## src/tcs_params.svh

```systemverilog
/*
 Register map, bit positions, reset values and response codes of the timer channel
 interrupt-enable and status block. Included by every design file that needs them.
*/
`ifndef TCS_PARAMS_SVH
`define TCS_PARAMS_SVH
// register slots: one enable and one status word per channel
`define TCS_NUM_SLOTS 3
`define TCS_CH_LSB 3
`define TCS_CH_MSB 4
`define TCS_KIND_BIT 2
`define TCS_MAP_TOP 5
`define TCS_SLOT_NONE 2'h3
// enable register fields
`define TCS_EN_A 0
`define TCS_EN_B 1
`define TCS_EN_C 2
`define TCS_EN_D 3
`define TCS_EN_RSV6 6
`define TCS_EN_RST 4'h0
// status register fields
`define TCS_ST_A 0
`define TCS_ST_B 1
`define TCS_ST_C 2
`define TCS_ST_D 3
`define TCS_ST_UF 5
`define TCS_ST_RSV6 6
`define TCS_ST_DIR 7
`define TCS_UF_RST 1'b0
`define TCS_D_RST 1'b0
// counter wrap points for underflow
`define TCS_CNT_ZERO 16'h0000
`define TCS_CNT_MAX 16'hffff
// bus responses
`define TCS_RESP_OKAY 2'h0
`define TCS_RESP_SLVERR 2'h2
`endif

```

## src/tcs_top_note_end.sv

```systemverilog
`default_nettype none
`default_nettype wire

```

## src/tcs_pkg.sv

```systemverilog
/*
 Types shared by the timer channel status block.
 Assumes nothing beyond a SystemVerilog compiler.
*/
`default_nettype none
package tcs_pkg;
	typedef logic [7:0] tcs_byte_type;
	typedef struct packed {
		logic hit;
		logic [1:0] ch;
		logic status;
	} tcs_sel_type;
	typedef enum logic [1:0] {
		TCS_RD_IDLE = 2'b01,
		TCS_RD_RESP = 2'b10
	} tcs_rd_state_type;
endpackage
`default_nettype wire

```

## src/tcs_chan_if.sv

```systemverilog
/*
 Carrier between the bus front end and one channel's register logic.
 Assumes strobes are single-cycle pulses on the shared clock.
*/
`default_nettype none
interface tcs_chan_if;
	logic en_wr;
	logic st_wr;
	logic rd_st;
	tcs_pkg::tcs_byte_type wdata;
	logic [3:0] en_q;
	logic uf_q;
	modport ctl (output en_wr, output st_wr, output rd_st, output wdata, input en_q, input uf_q);
	modport chan (input en_wr, input st_wr, input rd_st, input wdata, output en_q, output uf_q);
endinterface
`default_nettype wire

```

## src/tcs_top.sv

```systemverilog
/*
 Interrupt-enable and status registers for up to three timer channels behind AXI4-Lite.
 Gates match requests A to D with their enables, keeps the channel 0 D match flag, shows
 count direction and underflow. Assumes flag, count and direction inputs come from timer
 logic on aclk (no synchronisers) and event inputs are one-cycle pulses.
 // Functional notes
 // - channel 0 D request is high only while D enable and D flag are set
 // - channels 1 and 2: enable bit 3 reads zero, writes ignored
 // - channel 0 C request is high only while C enable and C flag are set
 // - channels 1 and 2: enable bit 2 reads zero, writes ignored
 // - every channel: B request needs enable bit 1 and B flag
 // - every channel: A request needs enable bit 0 and A flag
 // - one status register per channel; full build three, reduced build two
 // - channels 1 and 2 status bit 7 shows count direction, one is up
 // - channel 0 and reduced build: status bit 7 reads one, fixed
 // - status bit 6 always reads one in every channel
 // - channels 1 and 2 underflow flag sets on wrap 0000 to ffff in phase mode
 // - underflow clears by writing zero after reading one; writing one ignored
 // - channel 0 and reduced build: status bit 5 reads zero, fixed
 // - D flag sets on compare match or capture load into register D
*/
// Added by the designer: the register offsets and register access over AXI4-Lite.
`include "tcs_params.svh"
`default_nettype none
module tcs_top #(
	parameter int AXI_ADDR_W = 32,
	parameter bit FULL_VARIANT = 1'b1
) (
	// clock and reset
	input wire logic aclk,
	input wire logic aresetn,
	// axi4-lite write address
	input wire logic [AXI_ADDR_W-1:0] s_axi_awaddr,
	input wire logic [2:0] s_axi_awprot,
	input wire logic s_axi_awvalid,
	output logic s_axi_awready,
	// axi4-lite write data
	input wire logic [31:0] s_axi_wdata,
	input wire logic [3:0] s_axi_wstrb,
	input wire logic s_axi_wvalid,
	output logic s_axi_wready,
	// axi4-lite write response
	output logic [1:0] s_axi_bresp,
	output logic s_axi_bvalid,
	input wire logic s_axi_bready,
	// axi4-lite read address
	input wire logic [AXI_ADDR_W-1:0] s_axi_araddr,
	input wire logic [2:0] s_axi_arprot,
	input wire logic s_axi_arvalid,
	output logic s_axi_arready,
	// axi4-lite read data
	output logic [31:0] s_axi_rdata,
	output logic [1:0] s_axi_rresp,
	output logic s_axi_rvalid,
	input wire logic s_axi_rready,
	// match flags from the compare/capture logic, A and B one bit per channel, C for channel 0 only
	input wire logic [2:0] match_a_flag,
	input wire logic [2:0] match_b_flag,
	input wire logic match_c_flag,
	// channel 0 register D events and external clear
	input wire logic d_compare_hit,
	input wire logic d_capture_load,
	input wire logic d_flag_clear,
	// counter state per channel
	input wire logic [2:0] count_up,
	input wire logic [2:0] phase_mode,
	input wire logic [15:0] timer_count [0:2],
	// interrupt requests and channel 0 D flag
	output logic [2:0] match_a_irq,
	output logic [2:0] match_b_irq,
	output logic match_c_irq,
	output logic match_d_irq,
	output logic match_d_flag
);
	// address must at least cover the three slots
	if (AXI_ADDR_W < `TCS_MAP_TOP + 1) begin : g_addr_check
		$error("AXI_ADDR_W too small for the register map");
	end

	tcs_chan_if ch_if [0:2] ();
	// write, read, flag and request state, grouped by path
	logic aw_have_r, aw_have_nxt, w_have_r, w_have_nxt, w_lane0_r, w_lane0_nxt;
	logic awready_r, awready_nxt, wready_r, wready_nxt, bvalid_r, bvalid_nxt;
	logic arready_r, arready_nxt, rvalid_r, rvalid_nxt, d_flag_r, d_flag_nxt;
	logic d_arm_r, d_arm_nxt, irq_c_r, irq_c_nxt, irq_d_r, irq_d_nxt, wr_go, rd_take, d_evt;
	logic [AXI_ADDR_W-1:0] aw_addr_r, aw_addr_nxt;
	tcs_pkg::tcs_byte_type w_byte_r, w_byte_nxt;
	logic [1:0] bresp_r, bresp_nxt, rresp_r, rresp_nxt;
	tcs_pkg::tcs_rd_state_type rd_state_r, rd_state_nxt;
	logic [31:0] rdata_r, rdata_nxt;
	logic [2:0] irq_a_r, irq_a_nxt, irq_b_r, irq_b_nxt, en_wr_vec, st_wr_vec, rd_st_vec, ch_uf;
	tcs_pkg::tcs_sel_type wr_sel, rd_sel;
	logic [3:0] ch_en [0:2];
	tcs_pkg::tcs_byte_type en_view [0:3], st_view [0:3];
	// a slot exists in this build; the reduced build lacks channel 0
	function automatic logic chan_live(input logic [1:0] ch);
		return (ch != `TCS_SLOT_NONE) && (FULL_VARIANT || ch != 2'h0);
	endfunction

	// byte address to slot, kind and hit; low two bits are ignored
	function automatic tcs_pkg::tcs_sel_type decode(input logic [AXI_ADDR_W-1:0] a);
		tcs_pkg::tcs_sel_type s;
		s.ch = a[`TCS_CH_MSB:`TCS_CH_LSB];
		s.status = a[`TCS_KIND_BIT];
		s.hit = chan_live(s.ch) && ((a >> `TCS_MAP_TOP) == '0);
		return s;
	endfunction

	assign wr_sel = decode(aw_addr_r);
	assign rd_sel = decode(s_axi_araddr);
	// a new write waits for the previous response, so one write is in flight at a time
	assign wr_go = aw_have_r && w_have_r && !bvalid_r;
	assign rd_take = s_axi_arvalid && arready_r;
	assign d_evt = FULL_VARIANT && (d_compare_hit || d_capture_load);

	// write path: address and data are caught independently, in either order
	always_comb begin
		aw_have_nxt = aw_have_r;
		aw_addr_nxt = aw_addr_r;
		w_have_nxt = w_have_r;
		w_byte_nxt = w_byte_r;
		w_lane0_nxt = w_lane0_r;
		bvalid_nxt = bvalid_r;
		bresp_nxt = bresp_r;
		if (s_axi_awvalid && awready_r) begin
			aw_have_nxt = 1'b1;
			aw_addr_nxt = s_axi_awaddr;
		end
		if (s_axi_wvalid && wready_r) begin
			w_have_nxt = 1'b1;
			w_byte_nxt = s_axi_wdata[7:0];
			w_lane0_nxt = s_axi_wstrb[0];
		end
		if (bvalid_r && s_axi_bready) begin
			bvalid_nxt = 1'b0;
		end
		if (wr_go) begin
			aw_have_nxt = 1'b0;
			w_have_nxt = 1'b0;
			bvalid_nxt = 1'b1;
			bresp_nxt = wr_sel.hit ? `TCS_RESP_OKAY : `TCS_RESP_SLVERR;
		end
		awready_nxt = !aw_have_nxt;
		wready_nxt = !w_have_nxt;
	end
	always_ff @(posedge aclk) begin
		if (!aresetn) begin
			aw_have_r <= 1'b0;
			aw_addr_r <= '0;
			w_have_r <= 1'b0;
			w_byte_r <= 8'h00;
			w_lane0_r <= 1'b0;
			awready_r <= 1'b0;
			wready_r <= 1'b0;
			bvalid_r <= 1'b0;
			bresp_r <= `TCS_RESP_OKAY;
		end else begin
			aw_have_r <= aw_have_nxt;
			aw_addr_r <= aw_addr_nxt;
			w_have_r <= w_have_nxt;
			w_byte_r <= w_byte_nxt;
			w_lane0_r <= w_lane0_nxt;
			awready_r <= awready_nxt;
			wready_r <= wready_nxt;
			bvalid_r <= bvalid_nxt;
			bresp_r <= bresp_nxt;
		end
	end

	// per-channel strobes; a write without byte lane 0 is answered but changes nothing
	always_comb begin
		for (int i = 0; i < `TCS_NUM_SLOTS; i++) begin
			en_wr_vec[i] = wr_go && wr_sel.hit && !wr_sel.status && w_lane0_r &&
				(wr_sel.ch == 2'(i));
			st_wr_vec[i] = wr_go && wr_sel.hit && wr_sel.status && w_lane0_r &&
				(wr_sel.ch == 2'(i));
			rd_st_vec[i] = rd_take && rd_sel.hit && rd_sel.status && (rd_sel.ch == 2'(i));
		end
	end

	// read-back views; slot 3 stays zero, absent channel 0 is filled but never read
	always_comb begin
		for (int i = 0; i < 4; i++) begin
			en_view[i] = 8'h00;
			st_view[i] = 8'h00;
		end
		for (int i = 0; i < `TCS_NUM_SLOTS; i++) begin
			en_view[i][3:0] = ch_en[i];
			en_view[i][`TCS_EN_RSV6] = 1'b1;
			st_view[i][`TCS_ST_DIR] = (FULL_VARIANT && i != 0) ? count_up[i] : 1'b1;
			st_view[i][`TCS_ST_RSV6] = 1'b1;
			st_view[i][`TCS_ST_UF] = ch_uf[i];
			st_view[i][`TCS_ST_A] = match_a_flag[i];
			st_view[i][`TCS_ST_B] = match_b_flag[i];
		end
		st_view[0][`TCS_ST_DIR] = 1'b1;
		st_view[0][`TCS_ST_C] = FULL_VARIANT && match_c_flag;
		st_view[0][`TCS_ST_D] = d_flag_r;
	end

	// read path: data are latched at the address handshake and held until rready
	always_comb begin
		rd_state_nxt = rd_state_r;
		rvalid_nxt = rvalid_r;
		rresp_nxt = rresp_r;
		rdata_nxt = rdata_r;
		unique case (rd_state_r)
			tcs_pkg::TCS_RD_IDLE: begin
				if (rd_take) begin
					rd_state_nxt = tcs_pkg::TCS_RD_RESP;
					rvalid_nxt = 1'b1;
					rresp_nxt = rd_sel.hit ? `TCS_RESP_OKAY : `TCS_RESP_SLVERR;
					rdata_nxt = 32'h0000_0000;
					if (rd_sel.hit) begin
						rdata_nxt[7:0] = rd_sel.status ? st_view[rd_sel.ch] : en_view[rd_sel.ch];
					end
				end
			end
			tcs_pkg::TCS_RD_RESP: begin
				if (s_axi_rready) begin
					rd_state_nxt = tcs_pkg::TCS_RD_IDLE;
					rvalid_nxt = 1'b0;
				end
			end
			default: begin
				rd_state_nxt = tcs_pkg::TCS_RD_IDLE;
				rvalid_nxt = 1'b0;
			end
		endcase
		arready_nxt = (rd_state_nxt == tcs_pkg::TCS_RD_IDLE);
	end
	always_ff @(posedge aclk) begin
		if (!aresetn) begin
			rd_state_r <= tcs_pkg::TCS_RD_IDLE;
			arready_r <= 1'b0;
			rvalid_r <= 1'b0;
			rresp_r <= `TCS_RESP_OKAY;
			rdata_r <= 32'h0000_0000;
		end else begin
			rd_state_r <= rd_state_nxt;
			arready_r <= arready_nxt;
			rvalid_r <= rvalid_nxt;
			rresp_r <= rresp_nxt;
			rdata_r <= rdata_nxt;
		end
	end

	// channel 0 D flag: sets on match or capture, clears by read-one-write-zero or externally
	always_comb begin
		d_flag_nxt = d_flag_r;
		d_arm_nxt = d_arm_r;
		if (rd_st_vec[0] && d_flag_r) begin
			d_arm_nxt = 1'b1;
		end
		if (d_flag_clear || (st_wr_vec[0] && !w_byte_r[`TCS_ST_D] && d_arm_r)) begin
			d_flag_nxt = 1'b0;
			d_arm_nxt = 1'b0;
		end
		if (d_evt) begin
			d_flag_nxt = 1'b1;
		end
	end
	always_ff @(posedge aclk) begin
		if (!aresetn) begin
			d_flag_r <= `TCS_D_RST;
			d_arm_r <= 1'b0;
		end else begin
			d_flag_r <= d_flag_nxt;
			d_arm_r <= d_arm_nxt;
		end
	end

	// requests: registered AND of flag and enable, so they drop one cycle after either falls
	always_comb begin
		for (int i = 0; i < `TCS_NUM_SLOTS; i++) begin
			irq_a_nxt[i] = chan_live(2'(i)) && match_a_flag[i] && ch_en[i][`TCS_EN_A];
			irq_b_nxt[i] = chan_live(2'(i)) && match_b_flag[i] && ch_en[i][`TCS_EN_B];
		end
		irq_c_nxt = FULL_VARIANT && match_c_flag && ch_en[0][`TCS_EN_C];
		irq_d_nxt = FULL_VARIANT && d_flag_r && ch_en[0][`TCS_EN_D];
	end
	always_ff @(posedge aclk) begin
		if (!aresetn) begin
			irq_a_r <= 3'h0;
			irq_b_r <= 3'h0;
			irq_c_r <= 1'b0;
			irq_d_r <= 1'b0;
		end else begin
			irq_a_r <= irq_a_nxt;
			irq_b_r <= irq_b_nxt;
			irq_c_r <= irq_c_nxt;
			irq_d_r <= irq_d_nxt;
		end
	end

	// channel instances; only channels 1 and 2 of the full build count underflow
	for (genvar g = 0; g < `TCS_NUM_SLOTS; g++) begin : g_ch
		assign ch_if[g].en_wr = en_wr_vec[g];
		assign ch_if[g].st_wr = st_wr_vec[g];
		assign ch_if[g].rd_st = rd_st_vec[g];
		assign ch_if[g].wdata = w_byte_r;
		assign ch_en[g] = ch_if[g].en_q;
		assign ch_uf[g] = ch_if[g].uf_q;
		tcs_chan #(
			.HAS_CD(g == 0),
			.LIVE(FULL_VARIANT || g != 0),
			.UF_LIVE(FULL_VARIANT && g != 0)
		) u_chan (
			.aclk(aclk),
			.aresetn(aresetn),
			.bus(ch_if[g]),
			.timer_count(timer_count[g]),
			.phase_mode(phase_mode[g])
		);

	end

	assign s_axi_awready = awready_r;
	assign s_axi_wready = wready_r;
	assign s_axi_bvalid = bvalid_r;
	assign s_axi_bresp = bresp_r;
	assign s_axi_arready = arready_r;
	assign s_axi_rvalid = rvalid_r;
	assign s_axi_rresp = rresp_r;
	assign s_axi_rdata = rdata_r;
	assign match_a_irq = irq_a_r;
	assign match_b_irq = irq_b_r;
	assign match_c_irq = irq_c_r;
	assign match_d_irq = irq_d_r;
	assign match_d_flag = d_flag_r;
endmodule
`default_nettype wire

```

## src/tcs_chan.sv

```systemverilog
/*
 One channel: enable bits A to D and the underflow flag with its read-then-write-zero clear.
 Assumes timer_count and phase_mode come from logic on aclk, so they are not synchronised.
*/
`include "tcs_params.svh"
`default_nettype none
module tcs_chan #(
	parameter bit HAS_CD = 1'b0,
	parameter bit LIVE = 1'b1,
	parameter bit UF_LIVE = 1'b0
) (
	// clock and reset
	input wire logic aclk,
	input wire logic aresetn,
	// register strobes and read-back
	tcs_chan_if.chan bus,
	// counter observation
	input wire logic [15:0] timer_count,
	input wire logic phase_mode
);
	logic [3:0] en_r, en_nxt;
	logic [15:0] prev_r, prev_nxt;
	logic prev_ok_r, prev_ok_nxt;
	logic uf_r, uf_nxt;
	logic uf_arm_r, uf_arm_nxt;
	logic uf_evt;

	// wrap 0000 to ffff seen on consecutive cycles, only in phase counting
	assign uf_evt = UF_LIVE && phase_mode && prev_ok_r && (prev_r == `TCS_CNT_ZERO) &&
		(timer_count == `TCS_CNT_MAX);

	// next values; set beats clear so an underflow in the clearing cycle survives
	always_comb begin
		en_nxt = en_r;
		if (bus.en_wr && LIVE) begin
			en_nxt[`TCS_EN_A] = bus.wdata[`TCS_EN_A];
			en_nxt[`TCS_EN_B] = bus.wdata[`TCS_EN_B];
			en_nxt[`TCS_EN_C] = HAS_CD && bus.wdata[`TCS_EN_C];
			en_nxt[`TCS_EN_D] = HAS_CD && bus.wdata[`TCS_EN_D];
		end
		prev_nxt = timer_count;
		prev_ok_nxt = 1'b1;
		uf_nxt = uf_r;
		uf_arm_nxt = uf_arm_r;
		if (bus.rd_st && uf_r) begin
			uf_arm_nxt = 1'b1;
		end
		// writing a one is ignored; a zero only clears after a read of one
		if (bus.st_wr && !bus.wdata[`TCS_ST_UF] && uf_arm_r) begin
			uf_nxt = 1'b0;
			uf_arm_nxt = 1'b0;
		end
		if (uf_evt) begin
			uf_nxt = 1'b1;
		end
	end

	// registers
	always_ff @(posedge aclk) begin
		if (!aresetn) begin
			en_r <= `TCS_EN_RST;
			prev_r <= `TCS_CNT_ZERO;
			prev_ok_r <= 1'b0;
			uf_r <= `TCS_UF_RST;
			uf_arm_r <= 1'b0;
		end else begin
			en_r <= en_nxt;
			prev_r <= prev_nxt;
			prev_ok_r <= prev_ok_nxt;
			uf_r <= uf_nxt;
			uf_arm_r <= uf_arm_nxt;
		end
	end

	assign bus.en_q = en_r;
	assign bus.uf_q = uf_r && UF_LIVE;
endmodule
`default_nettype wire

```

## config.mk

```make
export PLATFORM = sky130hd
export DESIGN_NAME = tcs_top
export DESIGN_NICKNAME = d
export VERILOG_FILES = /design/src/tcs_top_note_end.sv /design/src/tcs_pkg.sv /design/src/tcs_chan_if.sv /design/src/tcs_top.sv /design/src/tcs_chan.sv
export VERILOG_INCLUDE_DIRS = /design/src
export SDC_FILE = /design/constraint.sdc
export NUM_CORES = 1
export LEC_CHECK = 0
export ABC_CLOCK_PERIOD_IN_PS = 4300
export BUFFER_PORTS_ARGS = -buffer_cell sky130_fd_sc_hd__buf_2
export CAP_MARGIN = 30
export CORE_MARGIN = 2
export CORE_UTILIZATION = 49
export DETAILED_ROUTE_END_ITERATION = 10
export GPL_TIMING_DRIVEN = 1
export PLACE_DENSITY = 0.88
export SYNTH_ARGS = -nofsm -noshare
export SYNTH_HDL_FRONTEND = slang
export SYNTH_SLANG_ARGS = --single-unit
export TNS_END_PERCENT = 100
```

## constraint.sdc

```tcl
create_clock -name aclk -period 4.3 [get_ports aclk]
set_clock_uncertainty 0.1 [all_clocks]
set_input_delay 0.215 -clock aclk [delete_from_list [all_inputs] [get_ports aclk]]
set_output_delay 0.215 -clock aclk [all_outputs]
set_load 0.02 [all_outputs]
```

==> summary by stage <==
Finish
The multi-input logic area is 2020 µm². The total number of nets in the final design is 870. From synthesis to final layout, the design area changed by 35.1%. The register area is 2180 µm².

In the final layout, the share of cells above drive strength 1 is 0.247. After filler insertion, the fill cell instance count of the layout stands at 674. The number of antenna diodes in the final layout is 0.

The library cell used most frequently in the layout, excluding fill and tap cells, is sky130_fd_sc_hd__buf_2. In the layout the commonest cells are sky130_fd_sc_hd__buf_2, sky130_fd_sc_hd__dfxtp_1, sky130_fd_sc_hd__nand2_1, sky130_fd_sc_hd__dlygate4sd3_1, sky130_fd_sc_hd__a21oi_1.

Power
The part of the total power dissipated in sequential elements is 0.543. The ratio of total power to cell area is 338 nW/µm². In this run the static leakage power is 2.60 nW.

The clock share of power is 0.278. The net switching power of the design is 0.575 mW. Of the total power, the share spent switching nets is 0.284.

The worst-case IR drop observed on VDD is 0.236 mV. The overall power after layout is 2.02 mW. The combinational cell fraction of total power is 0.179. The internal power of the cells totals 1.45 mW.

Synth
Of the total synthesized cell area, the portion taken by full adders, half adders and majority gates is 0.00564. In this run, synthesis inferred 0 flip-flops with an integrated enable. The share of the synthesized area in compound gates (AO/OA/AOI/OAI) came to 0.0849. Counting flops and latches in the post-synthesis netlist gives 109. The largest family of logic cells by synthesized area is simple AND/OR/NAND/NOR gates. Among all flip-flop cells after synthesis, the most frequent one is sky130_fd_sc_hd__dfxtp_1. The leading area contributor after synthesis is sky130_fd_sc_hd__dfxtp_1. Counting flops with an async set or reset pin after synthesis yields a share of 0. The Yosys warning count is 0.

Yosys attributes the largest share of cell area to sky130_fd_sc_hd__dfxtp_1, sky130_fd_sc_hd__nand2_1, sky130_fd_sc_hd__a21oi_1. The simple-gate share of the synthesized area is 0.306. The count of distinct cell types in the synthesized netlist is 43. The sequential-to-total area share from yosys stat is 0.492. The mapped netlist covers 4430 µm². The cell count after synthesis is 491.

The average footprint of a synthesized cell is 9.03 µm². The fraction of synthesized area in multiplexers is 0.0372. Of the total synthesized cell area, the portion taken by XOR and XNOR cells is 0.

The share of synthesized area in the top cell type comes to 0.492.

Clock tree
The root buffer cell chosen for the clock tree is sky130_fd_sc_hd__clkbuf_8. The longest clock path from root to sink contains 2 buffers. The clock-pin slew on the worst setup and hold paths is 100 ps. The total number of clock tree sinks is 109. Counting the buffers created by CTS gives 9. TritonCTS built the clock tree. At the later pin of the worst-skew pair, clock insertion delay measures 370 ps. The CTS H-tree depth is 3.

Route
The routed via count divided by cell count is 5.22. The detailed-route via count is 4190. The number of nets with antenna violations after detailed routing is 0. The total wire length is 12.3 mm. The count of unresolved DRC violations after routing is 0. The starting DRC count in detailed routing is 172. The average wire per cell in the routed design is 15.3 µm. The pre-antenna-repair detailed-routing pass consisted of 5 iterations.

Die
227 I/O pins were placed. For this configuration, the core starts out at a cell density of 0.506. The number of standard-cell rows in the floorplan is 34.

The width of the die is 99.1 µm. The die covers 9830 µm². The die span in y is 99.1 µm. In this run the standard cell core region covers 8760 µm².

Worst hold path
The number of stages on the worst hold path is 2. The worst hold path terminates at g_ch[1].u_chan.prev_r[7]$_SDFF_PN0_. The worst hold path begins at timer_count[23]. The worst hold path belongs to the class in2reg.

Critical path
For the worst setup path, the data arrival time is 2200 ps. For flop-to-flop paths, the worst setup slack is 2300 ps. The launching instance or port of the critical path is aw_addr_r[21]$_SDFFE_PN0P_. The endpoint of the lowest-slack register-to-register path is g_ch[1].u_chan.bus.en_q[0]$_SDFFE_PN0P_. The kind of cell with the highest combined delay along the critical path is simple AND/OR/NAND/NOR gates. The maximum fanout count along the critical path is 8. The worst setup path is launched from a flip-flop. The depth of the worst register-to-register path is 4. The worst reg2reg path startpoint is aw_addr_r[21]$_SDFFE_PN0P_. The worst setup path is captured at a flip-flop. The start-to-end type of the worst setup path is reg2reg. The buffer and inverter count on the worst path is 0. Walking the worst path, the cells encountered are nor4_1 > nand3_2 > nor4_1 > mux2i_1. The most common cell type on the critical path is sky130_fd_sc_hd__nor4_1. The longest individual stage delay on the worst path is 640 ps. Data on the critical path is required at its endpoint by 4500 ps. The critical-path cell with the highest stage delay is sky130_fd_sc_hd__nor4_1.

Timing
The actual slew at the worst max-slew pin is 985 ps. Static timing analysis puts the maximum clock frequency at 0.499 GHz. The post-route minimum period is 2000 ps. The relative max-transition margin is 0.344.

In the finished design, the share of the clock period the worst path needs comes to 0.466. The max-slew violation count is 0. Setup total negative slack on the finished layout was measured at 0 ps. The setup-violating endpoint count in the final report is 0. The number of endpoints with negative hold slack in the final report was 0.

Setup repair after global routing left no endpoint under its margin.

Global route
The first-pass GRT wire length is 19.6 mm. Across every metal layer, demand over resource in global routing totals 0.246. The pin count of the biggest net entering global routing is 70. After global routing the overflow that remains totals 0.

The initial antenna violation count was 0. The via count of the first global-routing pass is 4283.

Place
Input and output buffers added on the ports amount to 141. The HPWL after detailed placement is 7.59 mm. At the end of routability-driven placement, the weighted congestion stood at 0.860.

Flow run
Max-cap violations in this run came to 0.

Status
The run finished with clean final reports.
==> routing by layer <==
| layer | track usage | vias up | share of wire |
|---|---|---|---|
| met2 | 0.470 | 176 | 0.54 |
| met3 | 0.0682 | 25 | 0.073 |
| met4 | 0.0780 | 0 | 0.018 |
| met5 | 0 | - | 0 |
| li1 | - | 2030 | - |
| met1 | 0.260 | 1959 | 0.37 |
==> repair_timing <==
item / in CTS / in global routing
hold buffers: 73 / 1
gates resized for setup: 0 / 0
hold endpoints to repair: 73 / 1
setup buffers: 0 / 0
==> registers in the layout, indices dropped and copies added, names as in the netlist, 2 cells and up <==
name	cells
aw_addr_r	30
ch_if.wdata	5
g_ch.u_chan.bus.en_q	8
g_ch.u_chan.bus.uf_q	2
g_ch.u_chan.prev_r	32
g_ch.u_chan.uf_arm_r	2
match_a_irq	3
match_b_irq	3
rd_state_r	2
s_axi_rdata	7
==> stage by stage <==
| stage | util | cell area, µm² | worst slack [ps] | cells | hold WS, ps |
|---|---|---|---|---|---|
| floorplan | - | 4530 | 2540 | 517 | 143 |
| global placement | 0.579 | 5080 | 2390 | 714 | 293 |
| detailed placement | 0.579 | 5080 | 2290 | 714 | 299 |
| CTS | 0.682 | 5980 | 2270 | 802 | 3.57 |
| global route | 0.683 | 5990 | 2130 | 803 | 6.89 |
| finish | 0.683 | 5990 | 2300 | 803 | 18.6 |
==> cell type report <==
type,instances,share of cell area
Timing Repair Buffer,216,0.243
Tap cell,108,0.0226
Inverter,6,0.00376
Clock buffer,9,0.0207
Multi-Input combinational cell,349,0.338
Sequential cell,109,0.364
Clock inverter,6,0.00794
==> cell families after synthesis <==
kind of cell	Yosys count
adders and majority gates	2
other	1
buffers and inverters	59
muxes	14
DFF	109
AOI/OAI and AO/OA	66
and+or+nand+nor	240
==> cells in the mapped netlist, drive strengths merged, types with 10 or more instances <==
cell,instances
buf,29
a21oi,46
and3,12
nand3,13
nand4,10
mux2i,12
dfxtp,109
and2,36
nor4,21
nor2,15
clkbuf,24
nand2,95
==> worst max path at each step <==
stage,cells past startpoint,slack (ps),endpoint
2_1_floorplan,5,2540,g_ch[2].u_chan.bus.en_q[0]$_SDFFE_PN0P_
3_3_place_gp,4,2390,rd_state_r[0]$_SDFF_PN1_
3_5_place_dp,4,2290,g_ch[1].u_chan.bus.en_q[0]$_SDFFE_PN0P_
4_1_cts,4,2270,g_ch[1].u_chan.bus.en_q[0]$_SDFFE_PN0P_
5_1_grt,4,2130,g_ch[1].u_chan.bus.en_q[0]$_SDFFE_PN0P_
6_report,4,2300,g_ch[1].u_chan.bus.en_q[0]$_SDFFE_PN0P_
==> power by group through the flow <==
stage          clock, mW  combinational, mW  sequential (mW)
2_1_floorplan          0              0.204             1.13
3_3_place_gp           0              0.294             1.12
3_5_place_dp           0              0.303             1.12
4_1_cts            0.574              0.354             1.10
5_1_grt            0.609              0.396             1.11
6_report           0.563              0.362             1.10
No activity file was read; power rests on OpenSTA's default activity.
